$ cat src/hw/rpc_pkg.sv
package rpc_pkg;
  // register offsets on the register port
  localparam logic [7:0] RPC_ADDR_MAILBOX = 8'h79;
  localparam logic [7:0] RPC_ADDR_ERR_FLAGS = 8'h7A;
  localparam logic [7:0] RPC_ADDR_ERR_COUNT = 8'h7B;
  localparam logic [7:0] RPC_ADDR_VIDEO_CFG = 8'h7C;
  localparam logic [7:0] RPC_ADDR_PASS_CTL = 8'h7D;
  // reset values
  localparam logic [7:0] RPC_RST_MAILBOX = 8'h01;
  localparam logic [7:0] RPC_RST_ERR_FLAGS = 8'h00;
  localparam logic [7:0] RPC_RST_ERR_COUNT = 8'h00;
  localparam logic [7:0] RPC_RST_VIDEO_CFG = 8'h20;
  localparam logic [7:0] RPC_RST_PASS_CTL = 8'h00;
  // packet error flag bits
  localparam int RPC_BIT_LEN = 3;
  localparam int RPC_BIT_CKSUM = 2;
  localparam int RPC_BIT_ECC2 = 1;
  localparam int RPC_BIT_ECC1 = 0;
  // video handling fields
  localparam int RPC_PACK_HI = 7;
  localparam int RPC_PACK_LO = 6;
  localparam int RPC_BIT_PAR = 5;
  localparam int RPC_BIT_LINE = 4;
  localparam int RPC_BIT_FRAME = 3;
  localparam int RPC_BIT_AUTO = 2;
  localparam int RPC_BIT_LV_INV = 1;
  localparam int RPC_BIT_FV_INV = 0;
  // threshold field of pass qualify control
  localparam int RPC_THR_HI = 1;
  localparam int RPC_THR_LO = 0;
  localparam logic [7:0] RPC_CNT_MAX = 8'hFF;
  localparam logic [7:0] RPC_ZERO = 8'h00;
  localparam logic [1:0] RPC_THR_ZERO = 2'h0;

  // packing selections
  typedef enum logic [1:0] {
    RPC_PACK_NORMAL = 2'b00,
    RPC_PACK_RSVD = 2'b01,
    RPC_PACK_UPPER = 2'b10,
    RPC_PACK_LOWER = 2'b11
  } rpc_pack_t;

  // register port request
  typedef struct packed {
    logic wr;
    logic rd;
    logic [7:0] addr;
    logic [7:0] wdata;
  } rpc_req_t;

  // one packet status report from the receiver
  typedef struct packed {
    logic done;
    logic len_err;
    logic payload_checksum_flag;
    logic header_multibit_flag;
    logic header_singlebit_flag;
  } rpc_pkt_t;

  // one video word entering or leaving the port
  typedef struct packed {
    logic line_valid;
    logic frame_valid;
    logic [9:0] pixel;
  } rpc_pix_t;
endpackage

$ cat src/hw/rpc_fifo.sv
`timescale 1ns/1ps
`default_nettype none
module rpc_fifo #(
  parameter int WIDTH = 12,
  parameter int DEPTH = 8
) (
  // clock and reset
  input wire logic ref_clk,
  input wire logic rst_n,
  // fill side
  input wire logic in_valid,
  output logic in_ready,
  input wire logic [WIDTH-1:0] in_data,
  // drain side
  output logic out_valid,
  input wire logic out_ready,
  output logic [WIDTH-1:0] out_data
);
  localparam int AW = $clog2(DEPTH);
  logic [WIDTH-1:0] mem [DEPTH];
  logic [AW-1:0] wr_ptr;
  logic [AW-1:0] rd_ptr;
  logic [AW:0] fill;
  logic push;
  logic pop;
  logic [AW:0] next_fill;

  assign next_fill = fill + (AW+1)'(push) - (AW+1)'(pop);
  assign out_valid = (fill != '0);
  assign out_data = mem[rd_ptr];
  assign push = in_valid && in_ready;
  assign pop = out_valid && out_ready;

  // storage
  always_ff @(posedge ref_clk) begin
    if (push) begin
      mem[wr_ptr] <= in_data;
    end
  end

  // pointers and fill level
  always_ff @(posedge ref_clk or negedge rst_n) begin
    if (!rst_n) begin
      wr_ptr <= '0;
      rd_ptr <= '0;
      fill <= '0;
      in_ready <= 1'b1;
    end else begin
      if (push) begin
        wr_ptr <= (wr_ptr == AW'(DEPTH-1)) ? '0 : wr_ptr + 1'b1;
      end
      if (pop) begin
        rd_ptr <= (rd_ptr == AW'(DEPTH-1)) ? '0 : rd_ptr + 1'b1;
      end
      fill <= next_fill;
      // ready from a flop so the port output is registered
      in_ready <= (next_fill != (AW+1)'(DEPTH));
    end
  end
endmodule
`default_nettype wire

$ cat src/hw/rpc_port_regs.sv
`timescale 1ns/1ps
`default_nettype none
// Summary of operation
// - mailbox byte read/write, resets to one
// - length mismatch sets flag bit three
// - payload checksum failure sets flag bit two
// - multibit header error sets bit one
// - singlebit header error corrected, sets bit zero
// - flags sticky, cleared by read, upper zero
// - errored packet count, restarts on read
// - packing select: normal, reserved, upper, lower
// - eight-bit packing of raw ten pixels
// - parity error truncates frame when enabled
// - line size change truncates when enabled
// - line count change truncates when enabled
// - after line count truncation wait threshold frames
// - threshold zero passes at lock, else frames
// - auto polarity inferred from incoming stream
// - auto polarity drops first frame only if frame valid polarity changes
// - manual polarity from two control bits
// - line valid invert bit means active low
// - frame valid invert bit means active low
module rpc_port_regs #(
  parameter int FIFO_DEPTH = 8
) (
  // clock and reset
  input wire logic ref_clk,
  input wire logic rst_n,
  // register port, reached once the host has chosen this port
  input wire rpc_pkg::rpc_req_t req,
  output logic [7:0] rdata,
  output logic rvalid,
  // receiver status
  input wire rpc_pkg::rpc_pkt_t pkt,
  input wire logic rx_lock,
  input wire logic parity_err,
  input wire logic raw10_mode,
  // incoming video
  input wire logic pix_in_valid,
  output logic pix_in_ready,
  input wire rpc_pkg::rpc_pix_t pix_in,
  // outgoing video
  output logic pix_out_valid,
  input wire logic pix_out_ready,
  output rpc_pkg::rpc_pix_t pix_out,
  output logic pass
);
  import rpc_pkg::*;

  logic [7:0] mailbox;
  logic [3:0] err_flags;
  logic [7:0] err_count;
  logic [7:0] video_cfg;
  logic [7:0] pass_ctl;
  logic rd_flags;
  logic rd_count;
  logic [3:0] new_err;
  logic pkt_bad;
  logic [3:0] next_flags;
  rpc_pack_t pack_sel;
  logic lv_act;
  logic fv_act;
  logic lv_pol;
  logic fv_pol;
  logic fv_prev;
  logic frame_start;
  logic frame_end;
  logic [15:0] line_len;
  logic [15:0] last_line_len;
  logic [15:0] line_cnt;
  logic [15:0] last_line_cnt;
  logic line_seen;
  logic frame_seen;
  logic line_chg;
  logic frame_chg;
  logic truncate;
  logic [1:0] good_frames;
  logic auto_done;
  logic frame_drop;
  rpc_pix_t packed_pix;
  logic fifo_in_ready;
  logic fifo_out_valid;
  rpc_pix_t fifo_out;
  logic lv_prev;
  logic take;
  logic start_drop;
  logic keep_word;

  typedef enum logic [1:0] {
    RPC_ST_WAIT,
    RPC_ST_PASS,
    RPC_ST_TRUNC
  } rpc_state_t;
  rpc_state_t state;

  assign pack_sel = rpc_pack_t'(video_cfg[RPC_PACK_HI:RPC_PACK_LO]);
  assign rd_flags = req.rd && (req.addr == RPC_ADDR_ERR_FLAGS);
  assign rd_count = req.rd && (req.addr == RPC_ADDR_ERR_COUNT);

  // error events from the current packet report
  assign new_err[RPC_BIT_LEN] = pkt.done && pkt.len_err;
  assign new_err[RPC_BIT_CKSUM] = pkt.done && pkt.payload_checksum_flag;
  assign new_err[RPC_BIT_ECC2] = pkt.done && pkt.header_multibit_flag;
  assign new_err[RPC_BIT_ECC1] = pkt.done && pkt.header_singlebit_flag;
  assign pkt_bad = |new_err;
  // a set in the read cycle survives the clear
  assign next_flags = (rd_flags ? 4'h0 : err_flags) | new_err;

  // mailbox and configuration writes
  always_ff @(posedge ref_clk or negedge rst_n) begin
    if (!rst_n) begin
      mailbox <= RPC_RST_MAILBOX;
      video_cfg <= RPC_RST_VIDEO_CFG;
      pass_ctl <= RPC_RST_PASS_CTL;
    end else if (req.wr) begin
      if (req.addr == RPC_ADDR_MAILBOX) begin
        mailbox <= req.wdata;
      end else if (req.addr == RPC_ADDR_VIDEO_CFG) begin
        video_cfg <= req.wdata;
      end else if (req.addr == RPC_ADDR_PASS_CTL) begin
        pass_ctl <= req.wdata;
      end
    end
  end

  // sticky flags, cleared by host read
  always_ff @(posedge ref_clk or negedge rst_n) begin
    if (!rst_n) begin
      err_flags <= RPC_RST_ERR_FLAGS[3:0];
    end else begin
      err_flags <= next_flags;
    end
  end

  // errored packet tally, restart on read, saturating
  always_ff @(posedge ref_clk or negedge rst_n) begin
    if (!rst_n) begin
      err_count <= RPC_RST_ERR_COUNT;
    end else if (rd_count) begin
      err_count <= pkt_bad ? 8'h01 : RPC_ZERO;
    end else if (pkt_bad && err_count != RPC_CNT_MAX) begin
      err_count <= err_count + 8'h01;
    end
  end

  // read data, one cycle after the read strobe
  always_ff @(posedge ref_clk or negedge rst_n) begin
    if (!rst_n) begin
      rdata <= RPC_ZERO;
      rvalid <= 1'b0;
    end else begin
      rvalid <= req.rd;
      if (!req.rd) begin
        rdata <= rdata;
      end else if (req.addr == RPC_ADDR_MAILBOX) begin
        rdata <= mailbox;
      end else if (req.addr == RPC_ADDR_ERR_FLAGS) begin
        rdata <= {4'h0, err_flags};
      end else if (req.addr == RPC_ADDR_ERR_COUNT) begin
        rdata <= err_count;
      end else if (req.addr == RPC_ADDR_VIDEO_CFG) begin
        rdata <= video_cfg;
      end else if (req.addr == RPC_ADDR_PASS_CTL) begin
        rdata <= pass_ctl;
      end else begin
        rdata <= RPC_ZERO;
      end
    end
  end

  // effective polarity: learned or programmed
  assign lv_act = pix_in.line_valid ^ lv_pol;
  assign fv_act = pix_in.frame_valid ^ fv_pol;

  // polarity tracking; idle level between frames is the inactive one
  always_ff @(posedge ref_clk or negedge rst_n) begin
    if (!rst_n) begin
      lv_pol <= 1'b0;
      fv_pol <= 1'b0;
      auto_done <= 1'b0;
    end else if (!video_cfg[RPC_BIT_AUTO]) begin
      lv_pol <= video_cfg[RPC_BIT_LV_INV];
      fv_pol <= video_cfg[RPC_BIT_FV_INV];
      auto_done <= 1'b0;
    end else if (pix_in_valid && pix_in_ready && !auto_done) begin
      // first word seen is taken as idle level
      lv_pol <= pix_in.line_valid;
      fv_pol <= pix_in.frame_valid;
      auto_done <= 1'b1;
    end
  end

  // frame edges on the normalised frame valid
  assign frame_start = fv_act && !fv_prev;
  assign frame_end = !fv_act && fv_prev;

  // line and frame size measurement
  always_ff @(posedge ref_clk or negedge rst_n) begin
    if (!rst_n) begin
      fv_prev <= 1'b0;
      lv_prev <= 1'b0;
      line_len <= '0;
      last_line_len <= '0;
      line_cnt <= '0;
      last_line_cnt <= '0;
      line_seen <= 1'b0;
      frame_seen <= 1'b0;
    end else if (pix_in_valid && pix_in_ready) begin
      fv_prev <= fv_act;
      lv_prev <= lv_act;
      if (lv_act) begin
        line_len <= line_len + 16'h0001;
      end else if (lv_prev) begin
        last_line_len <= line_len;
        line_len <= '0;
        line_seen <= 1'b1;
        line_cnt <= line_cnt + 16'h0001;
      end
      if (frame_end) begin
        last_line_cnt <= line_cnt;
        line_cnt <= '0;
        frame_seen <= 1'b1;
        line_seen <= 1'b0;
      end
    end
  end

  // size changes, judged on accepted words only
  assign line_chg = take && lv_prev && !lv_act && line_seen
    && (line_len != last_line_len);
  assign frame_chg = take && frame_end && frame_seen
    && (line_cnt != last_line_cnt);

  // one accepted input word
  assign take = pix_in_valid && pix_in_ready;
  // drop decision of a new frame also covers its own first word
  assign start_drop = (state != RPC_ST_PASS)
    || (video_cfg[RPC_BIT_AUTO] && !auto_done);
  assign keep_word = frame_start ? !start_drop
    : (!frame_drop && !truncate);

  // frame truncation and pass qualification
  always_ff @(posedge ref_clk or negedge rst_n) begin
    if (!rst_n) begin
      state <= RPC_ST_WAIT;
      good_frames <= RPC_THR_ZERO;
      truncate <= 1'b0;
      frame_drop <= 1'b1;
    end else begin
      if (pix_in_valid && pix_in_ready && frame_start) begin
        truncate <= 1'b0;
        // auto mode drops the learning frame
        frame_drop <= start_drop;
      end
      // truncation sources inside a frame
      if (parity_err && video_cfg[RPC_BIT_PAR]) begin
        truncate <= 1'b1;
      end
      if (line_chg && video_cfg[RPC_BIT_LINE]) begin
        truncate <= 1'b1;
      end
      // pass qualification after lock, loss or truncation
      case (state)
        RPC_ST_WAIT: begin
          if (!rx_lock) begin
            good_frames <= RPC_THR_ZERO;
          end else if (pass_ctl[RPC_THR_HI:RPC_THR_LO] == RPC_THR_ZERO) begin
            state <= RPC_ST_PASS;
          end else if (take && frame_end) begin
            if (good_frames + 2'h1 == pass_ctl[RPC_THR_HI:RPC_THR_LO]) begin
              state <= RPC_ST_PASS;
            end
            good_frames <= good_frames + 2'h1;
          end
        end
        RPC_ST_PASS: begin
          if (!rx_lock) begin
            state <= RPC_ST_WAIT;
          end else if (frame_chg && video_cfg[RPC_BIT_FRAME]) begin
            state <= RPC_ST_TRUNC;
            truncate <= 1'b1;
          end
        end
        RPC_ST_TRUNC: begin
          good_frames <= RPC_THR_ZERO;
          state <= RPC_ST_WAIT;
        end
        default: state <= RPC_ST_WAIT;
      endcase
    end
  end

  // pixel repacking for eight-bit modes
  always_comb begin
    packed_pix = pix_in;
    if (raw10_mode && pack_sel == RPC_PACK_UPPER) begin
      packed_pix.pixel = {2'b00, pix_in.pixel[9:2]};
    end else if (raw10_mode && pack_sel == RPC_PACK_LOWER) begin
      packed_pix.pixel = {2'b00, pix_in.pixel[7:0]};
    end
    // valids leave normalised active high
    packed_pix.line_valid = lv_act;
    packed_pix.frame_valid = fv_act;
  end

  // dropped words are accepted but not stored
  assign pix_in_ready = fifo_in_ready;

  // elastic store toward the sink
  rpc_fifo #(
    .WIDTH($bits(rpc_pix_t)),
    .DEPTH(FIFO_DEPTH)
  ) u_fifo (
    .ref_clk(ref_clk),
    .rst_n(rst_n),
    .in_valid(pix_in_valid && keep_word),
    .in_ready(fifo_in_ready),
    .in_data(packed_pix),
    .out_valid(fifo_out_valid),
    .out_ready(pix_out_ready || !pix_out_valid),
    .out_data(fifo_out)
  );

  // registered output stage
  always_ff @(posedge ref_clk or negedge rst_n) begin
    if (!rst_n) begin
      pix_out_valid <= 1'b0;
      pix_out <= '0;
      pass <= 1'b0;
    end else begin
      pass <= (state == RPC_ST_PASS);
      if (pix_out_ready || !pix_out_valid) begin
        pix_out_valid <= fifo_out_valid;
        pix_out <= fifo_out;
      end
    end
  end
endmodule
`default_nettype wire

$ cat config.mk
export PLATFORM = sky130hd
export DESIGN_NAME = rpc_port_regs
export DESIGN_NICKNAME = d
export VERILOG_FILES = /design/src/hw/rpc_pkg.sv /design/src/hw/rpc_fifo.sv /design/src/hw/rpc_port_regs.sv
export SDC_FILE = /design/constraint.sdc
export NUM_CORES = 1
export LEC_CHECK = 0
export ABC_CLOCK_PERIOD_IN_PS = 4100
export BUFFER_PORTS_ARGS = -buffer_cell sky130_fd_sc_hd__buf_4
export CAP_MARGIN = 30
export CORE_MARGIN = 2
export CORE_UTILIZATION = 40
export DETAILED_ROUTE_END_ITERATION = 6
export HOLD_SLACK_MARGIN = 0.06
export SLEW_MARGIN = 20
export SYNTH_ARGS = -nofsm -noshare
export SYNTH_HDL_FRONTEND = slang
export SYNTH_SLANG_ARGS = --single-unit
$ cat constraint.sdc
create_clock -name ref_clk -period 4.1 [get_ports ref_clk]
set_input_delay 0.615 -clock ref_clk [delete_from_list [all_inputs] [get_ports ref_clk]]
set_output_delay 0.615 -clock ref_clk [all_outputs]
set_load 0.02 [all_outputs]
==> results.md <==
- Final core utilization: 47.07%
- Setup tns final: 0 ns
- CTS tree: yes
- Rel. slew slack: 41.55%
- Pre-antenna DRT Iters: 4
- First-pass GRT wire length: 36,610 um
- Startpoint Class: register
- Area of the die: 28,330 sq um
- Clock group share of total power: 31.9%
- Post-CTS Setup Bufs: 0
- CTS max path bufs: 3
- Final cell count without fillers: 1,270
- RSZ-0062 raised after global routing: no
- Initial DRC count: 373
- Flop pwr share: 46.3%
- Req. time, crit path: 4.53 ns
- Post-Route WL: 22,020 um
- Overflow after GRT: 0
- Number of antenna violations at the first check in global routing: 0
- Setup Viol. Count Final: 0
- Syn Inst Count: 837
- Starting Density: 40.41%
- Clk root buf: clkbuf_16
- Fraction of the cycle the final worst path needs: 73.20%
- Routability cong.: 0.7481
- Nets: 965
- Dpl cells: 1,219
- Clock slew at reported path FFs: 0.06 ns
- CP delay by family, top: simple AND/OR/NAND/NOR gates
- Routed WL per cell: 17.34 um
- Hold_ws: 0.3285 ns
- Ys async rst share: 60.49%
- Crit path DAT: 3.43 ns
- Mapped Area: 10,800 sq um
- Die Wd: 168.3 um
- Buffers & Inverters on Critical Path: 2
- Vias per Instance: 5.259
- Post-route DRC: 0
- Skew final: 0.007067 ns
- Via count: 6,679
- Commonest non-fill, non-tap cell in the layout: dfrtp_1
- Net Sw Power: 2.033 mW
- Top_reg_cell synth: dfrtp_1
- Switch share: 29.16%
- Max-Cap Viols: 0
- Cell mode on critical path: inv_1
- Outcome: finished, final reports clean
- EDFF count, synth: 96
- Worst path cell trace: nor2b_1, a21boi_0, mux2i_1, nor2_2, ha_1, inv_1, fa_1, inv_1, or4b_2
- Max VDD drop: 307.0 uV
- Vias in the first global route: 6,935
- Row count: 60
- Core box area: 26,730 sq um
- Mean post-synth cell area: 12.90 sq um
- Final HPWL DP: 14,260 um
- Total CTS buffers: 27
- Leak: 5.186 nW
- Pins Over Slew Limit: 0
- Final ANT Viol Nets: 0
- Most frequent cells in the layout: dfrtp_1 (142), nand2_1 (106), edfxtp_1 (96)
- #FFs+latches synth: 243
- Slowest-stage cell, CP: or4b_2
- Antenna diodes: 0
- Crit Path Max Fanout: 10
- Achievable clock frequency: 0.3332 GHz
- All-Layer GR Usage: 16.02%
- Post-route minimum period: 3.001 ns
- Hold Violations, Final: 0
- Layout filler cell count: 2,415
- Hold Crit Class: input port to register
- Synth Warn #: 0
- Pwr/cell area: 554.0 nW/um^2
- Sequential-to-total area share from yosys stat: 60.80%
- CTS Sinks: 243
- Combinational power share: 21.8%
- Ports: 66
- Layout cells sized above 1: 23.90%
- CP endpoint kind: register
- Library cells used by synthesis: 65
- Tightest Pin Transition: 0.8687 ns
- Internal power: 4.937 mW
- Skew-Pair Late Insertion Delay: 0.52 ns
- Layout area overhead: 16.50%
- Syn Nets: 892
- IO Port Bufs: 65
- Die H: 168.3 um
- H-tree levels: 1
- Largest net degree at the start of global routing: 97
- CP peak stage delay: 0.66 ns
- Crit path kind: register to register
## power by group through the flow
stage | registers, mW | clock network, mW | logic (mW)
after floorplan | 3.17 | 0 | 1.10
after global placement | 3.29 | 0 | 1.48
after detailed placement | 3.29 | 0 | 1.54
after CTS | 3.24 | 2.27 | 1.55
after global routing | 3.29 | 2.37 | 1.69
final | 3.23 | 2.22 | 1.52
## cells in the mapped netlist, types with 8 or more instances
cell      instances  area [sq um]
clkbuf_1         30         112.6
xnor2_1          37         324.1
ha_1             12         150.1
a21oi_1          20         100.1
edfxtp_1         96          2883
mux2i_1          31         310.3
a22o_1           11         96.34
mux4_2           24         540.5
mux2_2           53         596.8
nand4_1          16         100.1
nor2_1           40         150.1
nor3_1           10         50.05
dfrtp_1         143          3578
nand3_1          23         115.1
nand2_1         106         397.9
o31ai_1           8         60.06
inv_1            19         71.32
o21ai_0          52         260.3
## registers in the layout (all words and copies together) (netlist names), 2 cells and up
register and cells:
last_line_cnt 16, video_cfg 8, u_fifo.mem 96, err_count 8
err_flags 4, u_fifo.rd_ptr 3, u_fifo.fill 4, line_len 16
u_fifo.wr_ptr 3, good_frames 2, mailbox 8, rdata 8
last_line_len 16, pix_out 12, state 2, pass_ctl 8
line_cnt 16
## stage by stage
step	setup slack (ns)	area (sq um)	power, mW
global route	0.8771	12580	7.349
floorplan	1.081	10800	4.266
detailed placement	0.9502	11730	4.828
finish	1.099	12580	6.970
CTS	1.073	12540	7.060
global placement	0.9853	11710	4.773
## kinds of logic (layout without fill, tap and decap cells)
| kind of cell | count (synthesis) | after routing | share of synthesized area (%) |
|---|---|---|---|
| AO/OA/AOI/OAI | 127 | 127 | 7.577 |
| XOR/XNOR | 42 | 42 | 3.476 |
| adder cells (fa/ha/maj) | 13 | 13 | 1.576 |
| buffers and inverters | 59 | 151 | 2.120 |
| flip-flops | 243 | 243 | 60.80 |
| multiplexers | 108 | 108 | 13.41 |
| AND/OR/NAND/NOR | 245 | 245 | 11.04 |
## path summary, 6_finish.rpt
| check | from | to | slack [ns] | depth (start not counted) |
|---|---|---|---|---|
| worst min-delay path | pkt[0] | err_flags[0]$_DFF_PN0_ | 0.33 | 2 |
| worst min register to register | state[1]$_DFFE_PN0P_ | pass$_DFF_PN0_ | 0.45 | 1 |
| worst max register to register | state[0]$_DFFE_PN0P_ | u_fifo.in_ready$_DFF_PN1_ | 1.10 | 9 |
| worst max-delay path | state[0]$_DFFE_PN0P_ | u_fifo.in_ready$_DFF_PN1_ | 1.10 | 9 |
| max in group asynchronous | rst_n | mailbox[0]$_DFFE_PN1P_ | 2.91 | 3 |
| min in group asynchronous | rst_n | pix_out[1]$_DFFE_PN0N_ | 0.50 | 2 |
## routing by layer
layer,global-route usage (%),vias up,wire length [um]
met1,21.73,3326,10110
met2,27.18,103,10630
met5,0,-,0
met4,3.561,0,406
li1,-,3223,-
met3,2.680,27,866
## cell type report
| class | instances | area [sq um] | area share [%] |
|---|---|---|---|
| Multi-Input combinational cell | 535 | 4031 | 32.04 |
| Timing Repair Buffer | 83 | 669.4 | 5.321 |
| Tap cell | 341 | 426.7 | 3.391 |
| Clock inverter | 9 | 50.05 | 0.3978 |
| Inverter | 20 | 75.07 | 0.5967 |
| Clock buffer | 39 | 760.7 | 6.047 |
| Sequential cell | 243 | 6568 | 52.20 |
## what timing repair did
item / CTS / global route
hold buffers: 0 / 1
gates resized for setup: 0 / 0
hold endpoints to repair: 0 / 15
Note: power is estimated with default switching activity, not from simulation.
